$ cat src/inc/dac_cfg_pkg.sv
// Constants and types shared by the DAC update configuration block
package dac_cfg_pkg;
    localparam int unsigned ADDR_W  = 8;
    localparam int unsigned DATA_W  = 8;
    localparam int unsigned NUM_DAC = 4;
    localparam int unsigned TEMP_W  = 10;
    localparam int unsigned IDX_W   = 2;

    // Register map
    localparam logic [7:0] ADDR_DAC_BASE = 8'h10;
    localparam logic [7:0] DAC_ADDR_MASK = 8'hf8;
    localparam logic [7:0] ADDR_CTRL3    = 8'h1a;
    localparam logic [7:0] ADDR_DCFG     = 8'h1b;
    localparam logic [7:0] ADDR_LDCFG    = 8'h1c;

    // Power-up values
    localparam logic [7:0] CTRL3_RST = 8'h00;
    localparam logic [7:0] DCFG_RST  = 8'h00;
    localparam logic [7:0] BYTE_ZERO = 8'h00;

    // Monitor and update control fields
    localparam int unsigned C3_FAST    = 0;
    localparam int unsigned C3_HIRES   = 1;
    localparam int unsigned C3_SWLOAD  = 3;
    localparam int unsigned C3_TRACK_A = 5;
    localparam int unsigned C3_TRACK_B = 6;

    // Range and load configuration fields
    localparam int unsigned DCFG_RANGE_LO = 0;
    localparam int unsigned DCFG_MODE_LO  = 4;
    localparam int unsigned DCFG_BYP_AB   = 6;
    localparam int unsigned DCFG_BYP_CD   = 7;

    // Software load register fields
    localparam int unsigned LD_CMD_LO   = 0;
    localparam int unsigned LD_VREF_INT = 4;

    localparam logic [IDX_W-1:0] DAC_B = 2'h1;
    localparam logic [IDX_W-1:0] DAC_D = 2'h3;

    localparam logic [3:0] LOAD_NONE = 4'h0;
    localparam logic [3:0] LOAD_ALL  = 4'hf;
    localparam logic [3:0] LOAD_AB   = 4'h3;
    localparam logic [3:0] LOAD_CD   = 4'hc;

    typedef enum logic [1:0] {
        LMODE_SINGLE = 2'b00,
        LMODE_PAIR   = 2'b01,
        LMODE_ALL    = 2'b10,
        LMODE_REG    = 2'b11
    } load_mode_t;
endpackage

$ cat src/inc/dac_store_if.sv
// Carrier between the configuration logic and the DAC code store
interface dac_store_if;
    import dac_cfg_pkg::*;
    logic                  wr_en;
    logic [IDX_W-1:0]      wr_idx;
    logic                  wr_msb;
    logic [DATA_W-1:0]     wr_data;
    logic [NUM_DAC-1:0]    load;
    logic                  track_a;
    logic                  track_b;
    logic                  hi_res;
    logic [NUM_DAC-1:0][DATA_W-1:0] in_msb;
    logic [NUM_DAC-1:0][DATA_W-1:0] in_lsb;

    modport ctrl  (output wr_en, wr_idx, wr_msb, wr_data, load, track_a, track_b, hi_res,
                   input in_msb, in_lsb);
    modport store (input wr_en, wr_idx, wr_msb, wr_data, load, track_a, track_b, hi_res,
                   output in_msb, in_lsb);
endinterface

$ cat src/dac_update_config_regs.sv
// Monitor/update control and DAC range/load configuration registers
// How it works
// [RL1] Both configuration registers come out of reset as all zeros.
// [RL2] Control bit 0 picks slow or fast converter clock; fast disables diode filters.
// [RL3] Control bit 1 picks 8 or 10 bit thermal output; 8-bit parts write zero.
// [RL4] Control bit 3 picks load pin or register-driven DAC updates.
// [RL5] Control bit 5 makes DAC A follow internal temperature.
// [RL6] Control bit 6 makes DAC B follow external temperature.
// [RL7] Host writes zero to reserved control bits 2, 4 and 7.
// [RL8] Config bits 0 to 3 pick single or double reference range per DAC.
// [RL9] Load mode 00: upper-byte write loads only that DAC.
// [RL10] Load mode 01: upper byte of B loads A and B; of D loads C and D.
// [RL11] Load mode 10: upper byte of D loads all four DACs.
// [RL12] Load mode 11: data writes never load; the load register does.
// [RL13] Config bits 6 and 7 bypass the reference buffer per DAC pair.
// [RL14] Load mode acts only while register-driven updates are selected.
// [RL15] Load register bits 0 to 3 load one DAC each and read as zero.
// [RL16] Upper and lower bytes join into the full converted code.
// [RL17] Output code copies input bytes only on a load for that DAC.
module dac_update_config_regs
    import dac_cfg_pkg::*;
#(
    parameter int unsigned DAC_W = 12
)(
    input  wire logic                          clk,
    input  wire logic                          sys_rst,
    input  wire logic                          reg_wr,
    input  wire logic                          reg_rd,
    input  wire logic [ADDR_W-1:0]             reg_addr,
    input  wire logic [DATA_W-1:0]             reg_wdata,
    output logic      [DATA_W-1:0]             reg_rdata,
    input  wire logic                          dac_load_strobe_n,
    input  wire logic [TEMP_W-1:0]             int_temp_code,
    input  wire logic [TEMP_W-1:0]             ext_temp_code,
    output logic      [NUM_DAC-1:0][DAC_W-1:0] dac_code,
    output logic      [NUM_DAC-1:0]            dac_range_x2,
    output logic                               vref_bypass_ab,
    output logic                               vref_bypass_cd,
    output logic                               vref_internal,
    output logic                               adc_fast_clk,
    output logic                               diode_filter_off,
    output logic                               thermal_hi_res
);
    typedef struct packed {
        logic [DATA_W-1:0] ctrl3;
        logic [DATA_W-1:0] dcfg;
        logic              vref_int;
        logic [DATA_W-1:0] rdata;
    } regs_t;

    regs_t r_q;
    regs_t r_d;

    dac_store_if sif ();

    logic             wr_ctrl3;
    logic             wr_dcfg;
    logic             wr_ldcfg;
    logic             dac_hit;
    logic             msb_wr;
    logic [IDX_W-1:0] wr_idx;
    load_mode_t       mode;
    logic             sw_update;
    logic [3:0]       load;

    // Address decode; DAC bytes sit in pairs, lower byte first
    assign dac_hit  = (reg_addr & DAC_ADDR_MASK) == ADDR_DAC_BASE;
    assign wr_idx   = reg_addr[IDX_W:1];
    assign wr_ctrl3 = reg_wr && reg_addr == ADDR_CTRL3;
    assign wr_dcfg  = reg_wr && reg_addr == ADDR_DCFG;
    assign wr_ldcfg = reg_wr && reg_addr == ADDR_LDCFG;
    assign msb_wr   = reg_wr && dac_hit && reg_addr[0];

    assign mode      = load_mode_t'(r_q.dcfg[DCFG_MODE_LO +: 2]);
    assign sw_update = r_q.ctrl3[C3_SWLOAD];

    // Load command generation; the pin is a level, held low it keeps loading
    always_comb
    begin
        load = LOAD_NONE;
        if (!sw_update)
        begin
            load = dac_load_strobe_n ? LOAD_NONE : LOAD_ALL; // RL4 RL14
        end
        else
        begin
            case (mode)
                LMODE_SINGLE:
                    if (msb_wr)
                        load = 4'(1) << wr_idx; // RL9
                LMODE_PAIR:
                    if (msb_wr && wr_idx == DAC_B)
                        load = LOAD_AB; // RL10
                    else if (msb_wr && wr_idx == DAC_D)
                        load = LOAD_CD; // RL10
                LMODE_ALL:
                    if (msb_wr && wr_idx == DAC_D)
                        load = LOAD_ALL; // RL11
                LMODE_REG:
                    if (wr_ldcfg)
                        load = reg_wdata[LD_CMD_LO +: NUM_DAC]; // RL12 RL15
                default:
                    load = LOAD_NONE;
            endcase
        end
    end

    // Register writes and registered read data
    always_comb
    begin
        r_d = r_q;
        if (wr_ctrl3)
            r_d.ctrl3 = reg_wdata;
        if (wr_dcfg)
            r_d.dcfg = reg_wdata;
        if (wr_ldcfg)
            r_d.vref_int = reg_wdata[LD_VREF_INT];
        if (reg_rd)
        begin
            if (reg_addr == ADDR_CTRL3)
                r_d.rdata = r_q.ctrl3;
            else if (reg_addr == ADDR_DCFG)
                r_d.rdata = r_q.dcfg;
            else if (reg_addr == ADDR_LDCFG)
                r_d.rdata = BYTE_ZERO | (DATA_W'(r_q.vref_int) << LD_VREF_INT); // RL15
            else if (dac_hit && reg_addr[0])
                r_d.rdata = sif.in_msb[wr_idx];
            else if (dac_hit)
                r_d.rdata = sif.in_lsb[wr_idx];
            else
                r_d.rdata = BYTE_ZERO;
        end
    end

    // Power-up clears every control bit
    always_ff @(posedge clk or posedge sys_rst)
    begin
        if (sys_rst)
        begin
            r_q.ctrl3    <= CTRL3_RST; // RL1
            r_q.dcfg     <= DCFG_RST; // RL1
            r_q.vref_int <= 1'b0;
            r_q.rdata    <= BYTE_ZERO;
        end
        else
            r_q <= r_d;
    end

    // Store port; reserved control bits are kept but steer nothing
    assign sif.wr_en   = reg_wr && dac_hit;
    assign sif.wr_idx  = wr_idx;
    assign sif.wr_msb  = reg_addr[0];
    assign sif.wr_data = reg_wdata;
    assign sif.load    = load;
    assign sif.track_a = r_q.ctrl3[C3_TRACK_A]; // RL5
    assign sif.track_b = r_q.ctrl3[C3_TRACK_B]; // RL6
    assign sif.hi_res  = r_q.ctrl3[C3_HIRES]; // RL3

    dac_code_store #(
        .DAC_W (DAC_W)
    ) u_store (
        .clk           (clk),
        .sys_rst       (sys_rst),
        .sif           (sif),
        .int_temp_code (int_temp_code),
        .ext_temp_code (ext_temp_code),
        .dac_code      (dac_code)
    );

    // Configuration outputs straight from the flops
    assign reg_rdata        = r_q.rdata;
    assign adc_fast_clk     = r_q.ctrl3[C3_FAST]; // RL2
    assign diode_filter_off = r_q.ctrl3[C3_FAST]; // RL2
    assign thermal_hi_res   = r_q.ctrl3[C3_HIRES]; // RL3
    assign dac_range_x2     = r_q.dcfg[DCFG_RANGE_LO +: NUM_DAC]; // RL8
    assign vref_bypass_ab   = r_q.dcfg[DCFG_BYP_AB]; // RL13
    assign vref_bypass_cd   = r_q.dcfg[DCFG_BYP_CD]; // RL13
    assign vref_internal    = r_q.vref_int;

    property p_reset_zero;
        @(posedge clk) disable iff (sys_rst)
        $fell(sys_rst) |-> r_q.ctrl3 == CTRL3_RST && r_q.dcfg == DCFG_RST;
    endproperty
    a_reset_zero: assert property (p_reset_zero) else $error("Config not zero after reset"); // RL1

    property p_fast_clk;
        @(posedge clk) disable iff (sys_rst)
        wr_ctrl3 |=> adc_fast_clk == $past(reg_wdata[C3_FAST])
            && diode_filter_off == adc_fast_clk;
    endproperty
    a_fast_clk: assert property (p_fast_clk) else $error("Converter clock select wrong"); // RL2

    property p_pin_load;
        @(posedge clk) disable iff (sys_rst)
        !sw_update |-> $countones(load) == (dac_load_strobe_n ? 0 : NUM_DAC);
    endproperty
    a_pin_load: assert property (p_pin_load) else $error("Pin mode load wrong"); // RL14

    property p_single;
        @(posedge clk) disable iff (sys_rst)
        sw_update && mode == LMODE_SINGLE && msb_wr |-> load[wr_idx] && $onehot(load);
    endproperty
    a_single: assert property (p_single) else $error("Single load wrong"); // RL9

    property p_pair;
        @(posedge clk) disable iff (sys_rst)
        sw_update && mode == LMODE_PAIR && msb_wr
            |-> load == (wr_idx == DAC_B ? LOAD_AB : wr_idx == DAC_D ? LOAD_CD : LOAD_NONE);
    endproperty
    a_pair: assert property (p_pair) else $error("Pair load wrong"); // RL10

    property p_all;
        @(posedge clk) disable iff (sys_rst)
        sw_update && mode == LMODE_ALL
            |-> load == (msb_wr && wr_idx == DAC_D ? LOAD_ALL : LOAD_NONE);
    endproperty
    a_all: assert property (p_all) else $error("All-DAC load wrong"); // RL11

    property p_reg_mode;
        @(posedge clk) disable iff (sys_rst)
        sw_update && mode == LMODE_REG && !wr_ldcfg |-> load == LOAD_NONE;
    endproperty
    a_reg_mode: assert property (p_reg_mode) else $error("Data write loaded in mode 11"); // RL12

    property p_ld_read;
        @(posedge clk) disable iff (sys_rst)
        reg_rd && reg_addr == ADDR_LDCFG |=> reg_rdata[LD_CMD_LO +: NUM_DAC] == LOAD_NONE;
    endproperty
    a_ld_read: assert property (p_ld_read) else $error("Load bits read nonzero"); // RL15

    property p_range;
        @(posedge clk) disable iff (sys_rst)
        wr_dcfg |=> dac_range_x2 == $past(reg_wdata[DCFG_RANGE_LO +: NUM_DAC])
            && vref_bypass_ab == $past(reg_wdata[DCFG_BYP_AB])
            && vref_bypass_cd == $past(reg_wdata[DCFG_BYP_CD]);
    endproperty
    a_range: assert property (p_range) else $error("Range or bypass not updated"); // RL8 RL13
endmodule

$ cat src/dac_code_store.sv
// Double-buffered DAC code store: input bytes and output codes
module dac_code_store
    import dac_cfg_pkg::*;
#(
    parameter int unsigned DAC_W = 12
)(
    input  wire logic                          clk,
    input  wire logic                          sys_rst,
    dac_store_if.store                         sif,
    input  wire logic [TEMP_W-1:0]             int_temp_code,
    input  wire logic [TEMP_W-1:0]             ext_temp_code,
    output logic      [NUM_DAC-1:0][DAC_W-1:0] dac_code
);
    typedef struct packed {
        logic [NUM_DAC-1:0][DATA_W-1:0] msb;
        logic [NUM_DAC-1:0][DATA_W-1:0] lsb;
        logic [NUM_DAC-1:0][DAC_W-1:0]  out;
    } store_t;

    store_t s_q;
    store_t s_d;

    // Upper byte on top, the top bits of the lower byte below it
    function automatic logic [DAC_W-1:0] combine(input logic [7:0] m, input logic [7:0] l);
        combine = {m, l[DATA_W-1 -: DAC_W-DATA_W]};
    endfunction

    // Temperature scaled to full DAC width; low resolution drops two bits
    function automatic logic [DAC_W-1:0] therm(input logic [TEMP_W-1:0] t, input logic hi);
        therm = hi ? (DAC_W'(t) << (DAC_W - TEMP_W))
                   : (DAC_W'(t[TEMP_W-1 -: DATA_W]) << (DAC_W - DATA_W));
    endfunction

    // Write lands first so a load in the same cycle takes the new byte
    always_comb
    begin
        s_d = s_q;
        if (sif.wr_en)
        begin
            if (sif.wr_msb)
                s_d.msb[sif.wr_idx] = sif.wr_data;
            else
                s_d.lsb[sif.wr_idx] = sif.wr_data;
        end
        for (int i = 0; i < NUM_DAC; i++)
        begin
            if (sif.load[i])
                s_d.out[i] = combine(s_d.msb[i], s_d.lsb[i]); // RL16 RL17
        end
        if (sif.track_a)
            s_d.out[0] = therm(int_temp_code, sif.hi_res); // RL5
        if (sif.track_b)
            s_d.out[1] = therm(ext_temp_code, sif.hi_res); // RL6
    end

    always_ff @(posedge clk or posedge sys_rst)
    begin
        if (sys_rst)
            s_q <= '0;
        else
            s_q <= s_d;
    end

    assign sif.in_msb = s_q.msb;
    assign sif.in_lsb = s_q.lsb;
    assign dac_code   = s_q.out;

    property p_track_a;
        @(posedge clk) disable iff (sys_rst)
        sif.track_a |=> dac_code[0] == therm($past(int_temp_code), $past(sif.hi_res));
    endproperty
    a_track_a: assert property (p_track_a) else $error("DAC A not following temperature"); // RL5

    property p_track_b;
        @(posedge clk) disable iff (sys_rst)
        sif.track_b |=> dac_code[1] == therm($past(ext_temp_code), $past(sif.hi_res));
    endproperty
    a_track_b: assert property (p_track_b) else $error("DAC B not following temperature"); // RL6

    for (genvar g = 0; g < NUM_DAC; g++)
    begin : g_chk
        property p_hold;
            @(posedge clk) disable iff (sys_rst)
            !sif.load[g] && !(g == 0 && sif.track_a) && !(g == 1 && sif.track_b)
                |=> $stable(dac_code[g]);
        endproperty
        a_hold: assert property (p_hold) else $error("DAC output moved without load"); // RL17

        property p_load;
            @(posedge clk) disable iff (sys_rst)
            sif.load[g] && !(g == 0 && sif.track_a) && !(g == 1 && sif.track_b)
                |=> dac_code[g] == combine(s_q.msb[g], s_q.lsb[g]);
        endproperty
        a_load: assert property (p_load) else $error("DAC output not the joined code"); // RL16
    end
endmodule

$ cat config.mk
export PLATFORM = sky130hd
export DESIGN_NAME = dac_update_config_regs
export DESIGN_NICKNAME = d
export VERILOG_FILES = /design/src/inc/dac_cfg_pkg.sv /design/src/inc/dac_store_if.sv /design/src/dac_update_config_regs.sv /design/src/dac_code_store.sv
export SDC_FILE = /design/constraint.sdc
export NUM_CORES = 1
export LEC_CHECK = 0
export BUFFER_PORTS_ARGS = -buffer_cell sky130_fd_sc_hd__buf_2
export CORE_MARGIN = 5
export CORE_UTILIZATION = 40
export CTS_CLUSTER_SIZE = 24
export DETAILED_ROUTE_END_ITERATION = 6
export PLACE_DENSITY_LB_ADDON = 0.05
export SYNTH_ARGS = -nofsm -noshare
export SYNTH_HDL_FRONTEND = slang
export SYNTH_SLANG_ARGS = --single-unit
$ cat constraint.sdc
create_clock -name clk -period 10.56 [get_ports clk]
set_input_delay 1.056 -clock clk [delete_from_list [all_inputs] [get_ports clk]]
set_output_delay 1.056 -clock clk [all_outputs]
set_load 0.01 [all_outputs]
Word level (Yosys, flattened, before mapping)
Index checks and enable logic that the tools add are counted.
W data, S select, Z words.
{"block": "op_classes", "reduce_logical": 13, "bitwise_logic": 1, "magnitude_cmp": 2, "n_shift": 1, "n_mux": 30, "eq_ne": 9}
{"cell": "$bwmux W32", "n": 2}
{"cell": "$mux W32", "n": 2}
{"cell": "$mux W64", "n": 1}
{"cell": "$mux W8", "n": 8}
{"cell": "$mux W12", "n": 4}
{"cell": "$mux W4", "n": 9}
{"cell": "$bmux W8 S2", "n": 2}
{"cell": "$eq A8 B5 Y1 const B", "n": 3}
{"cell": "$demux W8 S2", "n": 1}
{"cell": "$pmux W4 S4", "n": 1}
{"cell": "$logic_and A1 B1 Y1", "n": 9}
{"cell": "$eq A2 B2 Y1 const B", "n": 3}
{"cell": "$eq A5 B2 Y1 const B", "n": 1}
{"cell": "$eq A2 B1 Y1 const B", "n": 2}
{"cell": "$reduce_bool A2 Y1", "n": 2}
{"cell": "$shl A1 B2 Y4 const A", "n": 1}
{"cell": "$lt A2 B3 Y1 const B", "n": 1}
{"cell": "$ge A2 B1 Y1 const B", "n": 1}
{"cell": "$logic_not A2 Y1", "n": 1}
{"cell": "$reduce_and A2 Y1", "n": 1}
{"cell": "$not A1 Y1", "n": 1}
{"block": "word_totals", "reg_bits": 137, "output_inout_bits": 66}

Longest topological paths before layout
{"block": "depth", "depth_word": 10, "mapped_depth": 8, "ltp_nobuf": 5}

By module
Synthesis repeated with hierarchy kept, for this count alone.
{"block": "hier_totals", "cells_unflattened": 482, "hier_area_um2": 6493.7}
{"mod": "dac_code_store", "cells_per_inst": 303, "area_each_um2": 4538.1, "seq_area_each_um2": 2802.7, "n_inst": 1}
{"mod": "dac_update_config_regs", "cells_per_inst": 179, "area_each_um2": 1955.6, "seq_area_each_um2": 625.6, "n_inst": 1}

Worst setup path before layout
No wires, ideal clock.
{"block": "synth_path", "kind": "input to register", "from": "input reg_addr[5]", "to": "register u_store.s_q (netlist bit u_store.dac_code[5])", "path_slack_ps": 7288, "t_required_ps": 10432, "t_arrival_ps": 3144, "path_buffers": 2, "stages": 7, "setup_ps": 128, "cell_sequence": "or3_1 -> buf_2 -> buf_2 -> nor4_4 -> mux2_2 -> mux2_1 -> mux2_1"}
{"item": "start, declared", "line": "dac_update_config_regs.sv:29", "source": "input wire logic [ADDR_W-1:0] reg_addr,"}
{"item": "end signal, assigned", "line": "dac_code_store.sv:59", "source": "s_q <= '0;"}
{"item": "end signal, assigned", "line": "dac_code_store.sv:61", "source": "s_q <= s_d;"}
{"item": "end, declared", "line": "dac_code_store.sv:20", "source": "store_t s_q;"}

Worst setup path in the final report
{"block": "layout_path", "from": "input reg_addr[2]", "to": "register u_store.s_q (netlist bit u_store.dac_code[34])"}
{"block": "layout_between", "elab_chain_len": 7, "word_cells_on_any_way": 22}
{"item": "$lt A2 B3 Y1 (implied by the code) / $ge A2 B1 Y1 (equally long branches)", "line": "dac_code_store.sv:41", "source": "s_d.msb[sif.wr_idx] = sif.wr_data;"}
{"item": "$logic_and A1 B1 Y1 (implied by the code)", "line": "dac_code_store.sv:41"}
{"item": "$mux W8 (implied by the code)", "line": "dac_code_store.sv:41"}
{"item": "$demux W8 S2"}
{"item": "$bwmux W32", "line": "dac_code_store.sv:41"}
{"item": "$mux W32", "line": "dac_code_store.sv:40", "source": "if (sif.wr_msb)"}
{"item": "$mux W64", "line": "dac_code_store.sv:38", "source": "if (sif.wr_en)"}
Parallel ways exist; a longest one is shown, timed or not.
A chain may end at the register's enable or synchronous reset.

==> reports/qor.yml <==
outcome:
  status: "finished, final reports clean"
logic_synthesis:
  syn-cell-area_um2: 6686
  synthFlopType: "dfrtp_1"
  synth_commonest_cells: "dfrtp_1, mux2_2, mux2_1"
  async_flop_share_pct: 100.0
  synth_top_cell_by_area: "dfrtp_1"
  synth_cell_types: 52
  yosys_register_bits: 137
  avgSynthCellArea_um2: 13.06
  ys_top_cells_by_area: "dfrtp_1, mux2_2, mux4_2, mux2_1, mux2_4"
  yosysSeqAreaShare_pct: 51.27
  yosys_warnings: 0
  synth.most_common_cell: "dfrtp_1"
  syn_inst: 512
  yosysTopAreaCellShare_pct: 51.27
  synthesis.nets: 553
  synth_edf_count: 0
cts:
  clock_latency_ns: 0.42
  cts.sinks: 137
  ctsRootBufferMaster: "clkbuf_16"
  post-cts-setup-buffers: 0
  htreeDepth: 4
  cts_buffers: 17
  clkTransAtPathRegs_ns: 0.06
  cts_tree: "yes"
  hold_buffers: 0
  cts.repair.resized: 0
  clockBufferDepth: 2
drt:
  route.met2.wl_um: 8254
  wl_met3_um: 1224
  vias: 4442
  wire_per_inst_um: 22.05
  drtPass1Iterations: 5
  wl_met1_um: 8417
  drt-initial-drc-count: 297
  highest-signal-layer: "met4"
  wl_um: 18150
  via_per_inst: 5.397
  remaining_drc_errors: 0
  final_antenna_net_count: 0
sta:
  layout_min_cycle_time_ns: 3.880
  timing.setup.tns_ns: 0
  max-slew-margin-rel_pct: 28.62
  fmax_mhz: 257.7
  final.setup.worst_slack_ns: 6.680
  worst_pin_slew_ns: 1.071
  skew_ns: 0.005497
  setup_violations: 0
  min_period_over_period_pct: 36.75
  hold_viol_final: 0
  rsz0062_at_grt: "false"
  drv_slew: 0
critical_path:
  r2r_slack_ns: 7.93
  reg2regPathDepth: 5
  slowest_delay_ns: 0.88
  required_ns: 10.86
  cp_data_arrival_time_ns: 4.18
  r2r_start: "mode[1]$_DFFE_PP0P_"
  crit_family: "simple AND/OR/NAND/NOR gates"
  path_cells: "buf_2, nand3b_1, nor4_4, o21bai_2, a221oi_4, mux2_2"
  crit_type: "in -> reg"
  start_kind: "primary input"
  reg2reg_to: "u_store.dac_code[34]$_DFFE_PP0P_"
  critPathSlowestCell: "a221oi_4"
  path_max_fanout: 26
  end_kind: "flip-flop"
  critical_path_buf_inv_count: 1
floorplan:
  core_region_area_um2: 16470
  dieArea_um2: 19400
  initial_utilization_pct: 40.61
  rows: 47
  io_pins: 107
  die_h_um: 139.3
  die_x_um: 139.3
global_route:
  track_usage_pct: 18.97
  grt_overflow_total: 0
  antenna_found_initial: 0
  grt_first_pass_wirelength_um: 27940
  grt_start_max_net_pins: 83
  grt_pass1_vias: 4549
power_and_ir_drop:
  swShare_pct: 23.81
  p_switching_mw: 0.3316
  power_mw: 1.393
  seqPwrFrac_pct: 41.7
  clock_power_share_pct: 47.6
  internal-power_mw: 1.061
  leakage_nw: 3.817
  ir_drop_mv: 0.1075
  combPwrFrac_pct: 10.7
  powerDensity_nw_per_um2: 175.8
placement:
  place_ws_ns: 6.250
  gp_congestion: 0.9407
  dpl.hpwl_um: 12690
  portBuffers: 106
finish:
  insertedDiodeCount: 0
  syn2layout_area_growth_pct: 18.49
  drive_above_1_share_pct: 44.44
  nets: 631
job:
  cap_viol_max_count: 0
worst_hold_path:
  min_to: "u_store.dac_code[10]$_DFFE_PP0P_"
  holdCritPathClass: "reg -> reg"
  min_from: "u_store.dac_code[10]$_DFFE_PP0P_"
  min_path_cells: 1
-- how the worst max path moves through the flow --
stage,from,endpoint,cells after the start
finish,reg_addr[2],u_store.dac_code[34]$_DFFE_PP0P_,6
global route,reg_addr[2],u_store.dac_code[34]$_DFFE_PP0P_,6
CTS,reg_addr[2],u_store.dac_code[34]$_DFFE_PP0P_,6
detailed placement,reg_addr[2],u_store.dac_code[34]$_DFFE_PP0P_,6
global placement,reg_addr[1],u_store.dac_code[34]$_DFFE_PP0P_,6
floorplan,sys_rst,asynchronous set/reset pin,1
-- cell usage in the layout (no fill, tap or decap), types with 15 or more instances in the layout --
cell type and instances:
mux2_1 28, buf_2 106, nor2_1 22, inv_1 15, nand2_1 22, mux2_2 81
mux4_2 16, clkbuf_16 17, dfrtp_1 137, o21ai_0 17
-- power groups by stage --
stage          clock [mW]  sequential [mW]  combinational [mW]
2_1_floorplan           0            0.589              0.0951
3_3_place_gp            0            0.589               0.150
3_5_place_dp            0            0.590               0.152
4_1_cts             0.677            0.581               0.153
5_1_grt             0.698            0.585               0.164
6_report            0.663            0.580               0.150
-- worst register-to-register path, stage by stage, from the launching register on --
cell	delay, ns
dfrtp_1	0.46
nand2_1	0.13
nor4_2	0.39
a21oi_1	0.19
a221oi_4	0.91
mux2_2	0.43
-- per-stage QoR --
step | hold WS [ns] | cells | utilization, % | cell area [um2]
6_report | 0.4847 | 823 | 48.12 | 7923
5_1_grt | 0.5035 | 823 | 48.12 | 7923
4_1_cts | 0.4908 | 823 | 48.12 | 7923
3_5_place_dp | 0.4775 | 791 | 44.10 | 7261
3_3_place_gp | 0.4699 | 791 | 44.10 | 7261
2_1_floorplan | 0.4745 | 512 | - | 6686
-- cells by family after synthesis --
logic type,after synthesis,share of synthesized area (%)
flops,137,51.27
simple gates,91,8.028
compound gates,72,8.215
mux,146,27.71
buf+inv,66,4.772
-- routing by layer --
metal | global-route usage [%] | up-vias
met5 | 0 | -
met4 | 5.458 | 0
met3 | 5.352 | 16
met2 | 28.55 | 144
met1 | 26.96 | 2257
li1 | - | 2025
-- area by class of cell --
class / count / area (um2)
Inverter: 16 / 65.06
Multi-Input combinational cell: 309 / 2939
Clock buffer: 20 / 466.7
Tap cell: 220 / 275.3
Timing Repair Buffer: 109 / 553.0
Clock inverter: 12 / 195.2
Sequential cell: 137 / 3428
Fill cell: 1534 / 8543
Power figures use the tool's default switching activity.
